===== src/shared/c16d_pkg.sv =====
// Constants and types for the compact 16-bit instruction decoder
package c16d_pkg;
	localparam int C16D_HW_W    = 16;
	localparam int C16D_IMM_W   = 12;
	// Format classes presented to the execute stage
	typedef enum logic [4:0] {
		C16D_F_SHIFT   = 5'h00,
		C16D_F_ADDSUB  = 5'h01,
		C16D_F_IMM8    = 5'h02,
		C16D_F_ALU     = 5'h03,
		C16D_F_HIREG   = 5'h04,
		C16D_F_PCLOAD  = 5'h05,
		C16D_F_REGOFS  = 5'h06,
		C16D_F_SIGNEXT = 5'h07,
		C16D_F_IMMOFS  = 5'h08,
		C16D_F_HALFOFS = 5'h09,
		C16D_F_SPREL   = 5'h0A,
		C16D_F_ADDR    = 5'h0B,
		C16D_F_SPADJ   = 5'h0C,
		C16D_F_PUSHPOP = 5'h0D,
		C16D_F_MULTI   = 5'h0E,
		C16D_F_BCOND   = 5'h0F,
		C16D_F_TRAP    = 5'h10,
		C16D_F_BRANCH  = 5'h11,
		C16D_F_LONGBL  = 5'h12,
		C16D_F_UNDEF   = 5'h1F
	} c16d_fmt_t;
	// Condition codes
	localparam logic [3:0] C16D_CC_EQ = 4'h0;
	localparam logic [3:0] C16D_CC_NE = 4'h1;
	localparam logic [3:0] C16D_CC_CS = 4'h2;
	localparam logic [3:0] C16D_CC_CC = 4'h3;
	localparam logic [3:0] C16D_CC_MI = 4'h4;
	localparam logic [3:0] C16D_CC_PL = 4'h5;
	localparam logic [3:0] C16D_CC_VS = 4'h6;
	localparam logic [3:0] C16D_CC_VC = 4'h7;
	localparam logic [3:0] C16D_CC_HI = 4'h8;
	localparam logic [3:0] C16D_CC_LS = 4'h9;
	localparam logic [3:0] C16D_CC_GE = 4'hA;
	localparam logic [3:0] C16D_CC_LT = 4'hB;
	localparam logic [3:0] C16D_CC_GT = 4'hC;
	localparam logic [3:0] C16D_CC_LE = 4'hD;
	localparam logic [3:0] C16D_CC_AL = 4'hE;
	// Pattern that replaces the condition with a trap
	localparam logic [3:0] C16D_CC_TRAP = 4'hF;
endpackage


===== src/design/c16d_cond_eval.sv =====
// Branch condition evaluator against the processor flags
`timescale 1ns/1ps
module c16d_cond_eval
	import c16d_pkg::*;
(
	input  wire logic [3:0] cond,
	input  wire logic       flag_n,
	input  wire logic       flag_z,
	input  wire logic       flag_c,
	input  wire logic       flag_v,
	output logic            taken
);
	// Pure combinational, registered by the decoder
	always_comb
	begin
		case (cond)
			C16D_CC_EQ: taken = flag_z;
			C16D_CC_NE: taken = !flag_z;
			C16D_CC_CS: taken = flag_c;
			C16D_CC_CC: taken = !flag_c;
			C16D_CC_MI: taken = flag_n;
			C16D_CC_PL: taken = !flag_n;
			C16D_CC_VS: taken = flag_v;
			C16D_CC_VC: taken = !flag_v;
			C16D_CC_HI: taken = flag_c && !flag_z;
			C16D_CC_LS: taken = !flag_c || flag_z;
			C16D_CC_GE: taken = flag_n == flag_v;
			C16D_CC_LT: taken = flag_n != flag_v;
			C16D_CC_GT: taken = !flag_z && (flag_n == flag_v);
			C16D_CC_LE: taken = flag_z || (flag_n != flag_v);
			C16D_CC_AL: taken = 1'b1;
			default:    taken = 1'b0;
		endcase
	end
endmodule


===== src/design/c16d_decoder.sv =====
// Compact 16-bit instruction decoder, one halfword per valid cycle
`timescale 1ns/1ps
module c16d_decoder
	import c16d_pkg::*;
(
	input  wire logic                  clock,
	input  wire logic                  srst,
	input  wire logic                  instr_valid,
	input  wire logic [C16D_HW_W-1:0]  instr,
	input  wire logic                  flag_n,
	input  wire logic                  flag_z,
	input  wire logic                  flag_c,
	input  wire logic                  flag_v,
	output logic                       dec_valid,
	output c16d_fmt_t                  dec_fmt,
	output logic [3:0]                 dec_op,
	output logic [3:0]                 dest_reg,
	output logic [3:0]                 src_reg_field,
	output logic [2:0]                 base_reg_field,
	output logic [2:0]                 offset_reg_field,
	output logic                       imm_is_operand,
	output logic [C16D_IMM_W-1:0]      dec_imm,
	output logic                       imm_negative,
	output logic                       is_load,
	output logic                       is_byte,
	output logic                       sign_extend,
	output logic [8:0]                 reg_list,
	output logic                       branch_taken,
	output logic                       link_pair_second
);
	// Whole registered state of the decoder
	typedef struct packed {
		logic                 valid;
		c16d_fmt_t            fmt;
		logic [3:0]           op;
		logic [3:0]           rd;
		logic [3:0]           src;
		logic [2:0]           base;
		logic [2:0]           ofs;
		logic                 immop;
		logic [C16D_IMM_W-1:0] imm;
		logic                 neg;
		logic                 load;
		logic                 byte_sz;
		logic                 sext;
		logic [8:0]           rlist;
		logic                 taken;
		logic                 second;
	} c16d_state_t;

	c16d_state_t state_reg;
	c16d_state_t state_next;
	logic        cond_true;

	// Zero-extend a field into the immediate width, shifted left
	function automatic logic [C16D_IMM_W-1:0] c16d_scale(
		input logic [10:0] field,
		input logic [1:0]  shift
	);
		logic [C16D_IMM_W-1:0] wide;
		wide = {1'b0, field};
		c16d_scale = wide << shift;
	endfunction

	c16d_cond_eval u_cond (
		.cond   (instr[11:8]),
		.flag_n (flag_n),
		.flag_z (flag_z),
		.flag_c (flag_c),
		.flag_v (flag_v),
		.taken  (cond_true)
	);

	// Format sort and field extraction
	always_comb
	begin
		state_next         = '0;
		state_next.fmt     = C16D_F_UNDEF;
		state_next.valid   = instr_valid;
		state_next.rd      = {1'b0, instr[2:0]};
		state_next.src     = {1'b0, instr[5:3]};
		state_next.base    = instr[5:3];
		state_next.ofs     = instr[8:6];
		case (instr[15:13])
			3'h0:
			begin
				if (instr[12:11] != 2'h3)
				begin
					state_next.fmt   = C16D_F_SHIFT;
					state_next.op    = {2'h0, instr[12:11]};
					state_next.imm   = c16d_scale({6'h00, instr[10:6]}, 2'h0);
					state_next.immop = 1'b1;
				end
				else
				begin
					state_next.fmt   = C16D_F_ADDSUB;
					state_next.immop = instr[10];
					state_next.op    = {3'h0, instr[9]};
					state_next.imm   = c16d_scale({8'h00, instr[8:6]}, 2'h0);
					state_next.ofs   = instr[8:6];
				end
			end
			3'h1:
			begin
				state_next.fmt   = C16D_F_IMM8;
				state_next.op    = {2'h0, instr[12:11]};
				state_next.rd    = {1'b0, instr[10:8]};
				state_next.imm   = c16d_scale({3'h0, instr[7:0]}, 2'h0);
				state_next.immop = 1'b1;
			end
			3'h2:
			begin
				if (instr[12:10] == 3'h0)
				begin
					state_next.fmt = C16D_F_ALU;
					state_next.op  = instr[9:6];
				end
				else if (instr[12:10] == 3'h1)
				begin
					state_next.fmt = C16D_F_HIREG;
					state_next.op  = {2'h0, instr[9:8]};
					state_next.rd  = {instr[7], instr[2:0]};
					state_next.src = {instr[6], instr[5:3]};
				end
				else if (instr[12:11] == 2'h1)
				begin
					state_next.fmt   = C16D_F_PCLOAD;
					state_next.rd    = {1'b0, instr[10:8]};
					state_next.imm   = c16d_scale({3'h0, instr[7:0]}, 2'h2);
					state_next.load  = 1'b1;
					state_next.immop = 1'b1;
				end
				else if (!instr[9])
				begin
					state_next.fmt     = C16D_F_REGOFS;
					state_next.load    = instr[11];
					state_next.byte_sz = instr[10];
				end
				else
				begin
					state_next.fmt = C16D_F_SIGNEXT;
					state_next.op  = {2'h0, instr[11:10]};
					// 00 store half, 01 signed byte, 10 half, 11 signed half
					state_next.load    = instr[11] | instr[10];
					state_next.byte_sz = !instr[11] && instr[10];
					state_next.sext    = instr[10];
				end
			end
			3'h3:
			begin
				state_next.fmt     = C16D_F_IMMOFS;
				state_next.byte_sz = instr[12];
				state_next.load    = instr[11];
				state_next.immop   = 1'b1;
				// Bytes unscaled, words scaled by four
				state_next.imm = c16d_scale({6'h00, instr[10:6]},
					instr[12] ? 2'h0 : 2'h2);
			end
			3'h4:
			begin
				state_next.load  = instr[11];
				state_next.immop = 1'b1;
				if (!instr[12])
				begin
					state_next.fmt = C16D_F_HALFOFS;
					state_next.imm = c16d_scale({6'h00, instr[10:6]}, 2'h1);
				end
				else
				begin
					state_next.fmt = C16D_F_SPREL;
					state_next.rd  = {1'b0, instr[10:8]};
					state_next.imm = c16d_scale({3'h0, instr[7:0]}, 2'h2);
				end
			end
			3'h5:
			begin
				state_next.immop = 1'b1;
				if (!instr[12])
				begin
					state_next.fmt = C16D_F_ADDR;
					state_next.op  = {3'h0, instr[11]};
					state_next.rd  = {1'b0, instr[10:8]};
					state_next.imm = c16d_scale({3'h0, instr[7:0]}, 2'h2);
				end
				else if (instr[11:8] == 4'h0)
				begin
					state_next.fmt = C16D_F_SPADJ;
					state_next.neg = instr[7];
					state_next.imm = c16d_scale({4'h0, instr[6:0]}, 2'h2);
				end
				else if (instr[10:9] == 2'h2)
				begin
					state_next.fmt   = C16D_F_PUSHPOP;
					state_next.immop = 1'b0;
					state_next.load  = instr[11];
					state_next.rlist = {instr[8], instr[7:0]};
				end
				else
				begin
					state_next.immop = 1'b0;
				end
			end
			3'h6:
			begin
				if (!instr[12])
				begin
					state_next.fmt   = C16D_F_MULTI;
					state_next.load  = instr[11];
					state_next.base  = instr[10:8];
					state_next.rlist = {1'b0, instr[7:0]};
				end
				else if (instr[11:8] == C16D_CC_TRAP)
				begin
					state_next.fmt   = C16D_F_TRAP;
					state_next.imm   = c16d_scale({3'h0, instr[7:0]}, 2'h0);
					state_next.immop = 1'b1;
				end
				else
				begin
					state_next.fmt   = C16D_F_BCOND;
					state_next.op    = instr[11:8];
					state_next.immop = 1'b1;
					// Signed halfword offset, sign carried into upper bits
					state_next.imm   = {{4{instr[7]}}, instr[7:0]};
					state_next.neg   = instr[7];
					state_next.taken = cond_true;
				end
			end
			default:
			begin
				state_next.immop = 1'b1;
				if (instr[12:11] == 2'h0)
				begin
					state_next.fmt   = C16D_F_BRANCH;
					state_next.imm   = {instr[10], instr[10:0]};
					state_next.neg   = instr[10];
					state_next.taken = 1'b1;
				end
				else if (instr[12])
				begin
					state_next.fmt    = C16D_F_LONGBL;
					state_next.second = instr[11];
					state_next.imm    = {1'b0, instr[10:0]};
				end
				else
				begin
					state_next.immop = 1'b0;
				end
			end
		endcase
		// Undefined patterns drop the load hint; register fields still pass downstream
		if (state_next.fmt == C16D_F_UNDEF)
		begin
			state_next.load = 1'b0;
		end
	end

	// One register stage, cleared by reset
	always_ff @(posedge clock)
	begin
		if (srst)
			state_reg <= '0;
		else
			state_reg <= state_next;
	end

	assign dec_valid        = state_reg.valid;
	assign dec_fmt          = state_reg.fmt;
	assign dec_op           = state_reg.op;
	assign dest_reg         = state_reg.rd;
	assign src_reg_field    = state_reg.src;
	assign base_reg_field   = state_reg.base;
	assign offset_reg_field = state_reg.ofs;
	assign imm_is_operand   = state_reg.immop;
	assign dec_imm          = state_reg.imm;
	assign imm_negative     = state_reg.neg;
	assign is_load          = state_reg.load;
	assign is_byte          = state_reg.byte_sz;
	assign sign_extend      = state_reg.sext;
	assign reg_list         = state_reg.rlist;
	assign branch_taken     = state_reg.taken;
	assign link_pair_second = state_reg.second;
endmodule


===== config.mk =====
export PLATFORM = sky130hd
export DESIGN_NAME = c16d_decoder
export DESIGN_NICKNAME = d
export VERILOG_FILES = /design/src/shared/c16d_pkg.sv /design/src/design/c16d_cond_eval.sv /design/src/design/c16d_decoder.sv
export SDC_FILE = /design/constraint.sdc
export NUM_CORES = 1
export LEC_CHECK = 0
export BUFFER_PORTS_ARGS = -buffer_cell sky130_fd_sc_hd__buf_2
export CORE_MARGIN = 4
export CORE_UTILIZATION = 47
export CTS_BUF_LIST = sky130_fd_sc_hd__clkbuf_4 sky130_fd_sc_hd__clkbuf_8 sky130_fd_sc_hd__clkbuf_16
export DETAILED_ROUTE_END_ITERATION = 10
export PLACE_DENSITY = 0.76
export SYNTH_ARGS = -nofsm -noshare
export SYNTH_HDL_FRONTEND = slang
export SYNTH_SLANG_ARGS = --single-unit
export TNS_END_PERCENT = 5

===== constraint.sdc =====
create_clock -name clock -period 1.65 [get_ports clock]
set_input_delay 0.2475 -clock clock [delete_from_list [all_inputs] [get_ports clock]]
set_output_delay 0.2475 -clock clock [all_outputs]
set_load 0.005 [all_outputs]

==> results.toml <==
[floorplan]
initial_core_util_pct = 48.49
io_pins = 75
dieArea_mm2 = 0.006989
rows = 27
die_h_um = 83.60
core_mm2 = 0.005540
dieWidth_um = 83.60

[power]
leakage_nw = 1.605
power_per_cell_area_mw_per_mm2 = 800.3
ir_drop_v = 0.0004541
total_power_mw = 2.803

[setup_path]
crit_path_end_kind = "flip-flop"
cp_data_arrival_time_ns = 1.72
crit_family = "simple AND/OR/NAND/NOR gates"
cp_cell_sequence = "buf_2, or4_4, and3_4, o32a_1, nor2_4, a221o_1"
cp.required_ns = 1.91
cp_max_fo = 4
worstSetupPathType = "in2reg"
cp.buffers_inverters = 1
slowest_stage = "or4_4"
slowest_delay_ns = 0.55
cp-start-kind = "input port"

[clocking]
cts_tree = "yes"
clkSinkCount = 52
cts_root_buffer = "clkbuf_8"
post-cts-setup-buffers = 0
cts_resized = 0
cts_buffers = 5
clk_pin_slew_worst_paths_ns = 0.10
cts_hold_buf = 0
htree_levels = 2
cts_buffer_depth = 2

[worst_hold_path]
min_to = "dec_valid"
hold_path_depth = 2
min_path_type = "in2reg"
min-delay-start = "instr_valid"

[placement]
gp_congestion = 0.9232
placedCellCount = 486
dp_slack_ns = -0.1236
dp_hpwl_um = 5943
port_buffers = 74
place_area_mm2 = 0.003387

[synth]
synth_top_flop_cell = "dfxtp_1"
yosys_warnings = 0
syn_area_mm2 = 0.002686
synth_seq_cells = 52
netlist_instances = 327
synth_commonest_cells = "dfxtp_1 (52), nor2_1 (41), nand2_1 (26), o21ai_0 (22), a21oi_1 (16)"
synth_nets = 350
yosys.cell_count.top_type = "dfxtp_1"
avgSynthCellArea_um2 = 8.215
synthTopCellsByArea = "dfxtp_1 (39%), nor2_1 (5.7%), mux2i_1 (4.5%), o21ai_0 (4.1%), nand2_1 (3.6%)"
yosys.area.top_type = "dfxtp_1"
async_flop_share_pct = 0
yosysSeqAreaShare_pct = 38.75
netlist.area_leader.share_pct = 38.75
synth_edf_count = 0
synth_cell_types = 51

[routing]
dr.pass1.iters = 5
drt_iter0_markers = 194
wl_per_cell_um = 16.47
viasPerCell = 5.700
wl_um = 8136
drc = 0
ant_nets = 0
vias = 2816

[final_layout]
area_growth_pct = 30.37
final_util_pct = 63.21
n_fill_cell = 530
final_nets = 444
antenna_cells = 0
final_area_mm2 = 0.003502
fin_cells = 494
final_layout_size_suffix_gt1_share_pct = 32.23
largest_register_ffs = 12

[global_routing]
grt_max_degree = 36
first_global_vias = 2595
track_usage_pct = 22.95
grt-ovfl-total = 0
antenna_found_initial = 0
grt_pass1_wl_um = 13040

[sta]
rsz0062_at_grt = "no"
fin_ws_ns = 0.1826
finalSetupViolations = 0
setup_tns_ns = 0
worst_hold_slack_ns = 0.1375
maxSlewViolCount = 0
period_share_pct = 88.93
worst_slew_pin_slew_ns = 0.4079
max_slew_margin_pct = 72.10
fin_crit_ns = 1.467
clock.fmax_ghz = 0.6815
hold_violations = 0

[job]
drv_cap = 0

[status]
status = "complete, no violations"
-- worst max-delay path by stage --
stage,from,to,slack [ns],cells after the start
2_1_floorplan,instr[11],dec_imm[2],-0.02,6
3_3_place_gp,instr[9],dec_imm[2],-0.09,6
3_5_place_dp,instr[9],dec_imm[8],-0.12,6
4_1_cts,instr[9],dec_imm[8],0.19,6
5_1_grt,instr[9],dec_imm[8],0.17,6
6_report,instr[9],dec_imm[8],0.18,6
-- logic make-up (layout without fill, tap and decap cells) --
family | Yosys count | after routing | share of synthesized area, %
flops | 52 | 52 | 38.75
mux | 15 | 15 | 5.729
compound gates | 88 | 88 | 22.59
buf+inv | 35 | 130 | 5.822
xor+xnor | 7 | 7 | 2.282
simple gates | 130 | 130 | 24.83
-- area by class of cell --
cell class                 count  area [um^2]  area share (%)
clock buffer                   6        76.32           2.179
clock inverter                 2        38.79           1.108
inverter                       5        18.77          0.5359
multi-input combinational    240         1494           42.66
sequential                    52         1041           29.72
tap                           72        90.09           2.572
timing repair buffer         117        743.2           21.22
-- per-layer routing --
metal	share of wire (%)	global-route usage, %	vias to the layer above
met5	0	0	-
met4	1.7	6.433	0
met3	7.8	3.060	13
met2	47	38.39	125
met1	44	30.86	1324
li1	-	-	1354
-- layout by cell type (no fill, tap or decap), types with 3 or more instances in the layout --
cell type,synthesis,routed
o221ai_1,3,3
a221oi_1,4,4
inv_1,5,5
o21ai_0,22,22
a311oi_1,4,4
a2bb2oi_1,5,5
a21oi_1,16,16
buf_4,0,39
xnor2_1,6,6
nand3b_1,3,3
buf_12,0,4
dfxtp_1,52,52
mux2_2,3,3
buf_2,8,74
clkbuf_8,0,5
or3_1,3,3
nand2_1,26,26
a31oi_1,3,3
o22ai_1,3,3
a21o_1,3,3
a22oi_1,6,6
mux2i_1,12,12
nor3_1,7,7
nor3b_1,3,3
o21bai_1,3,3
nor2b_1,13,13
nor2_1,41,41
and2_1,6,6
nand2b_1,11,11
-- report_power, final --
part | switching (mW) | internal, mW
combinational | 0.316 | 0.263
sequential | 0.0118 | 1.31
clock | 0.429 | 0.475
Note: power is estimated with default switching activity, not from simulation.
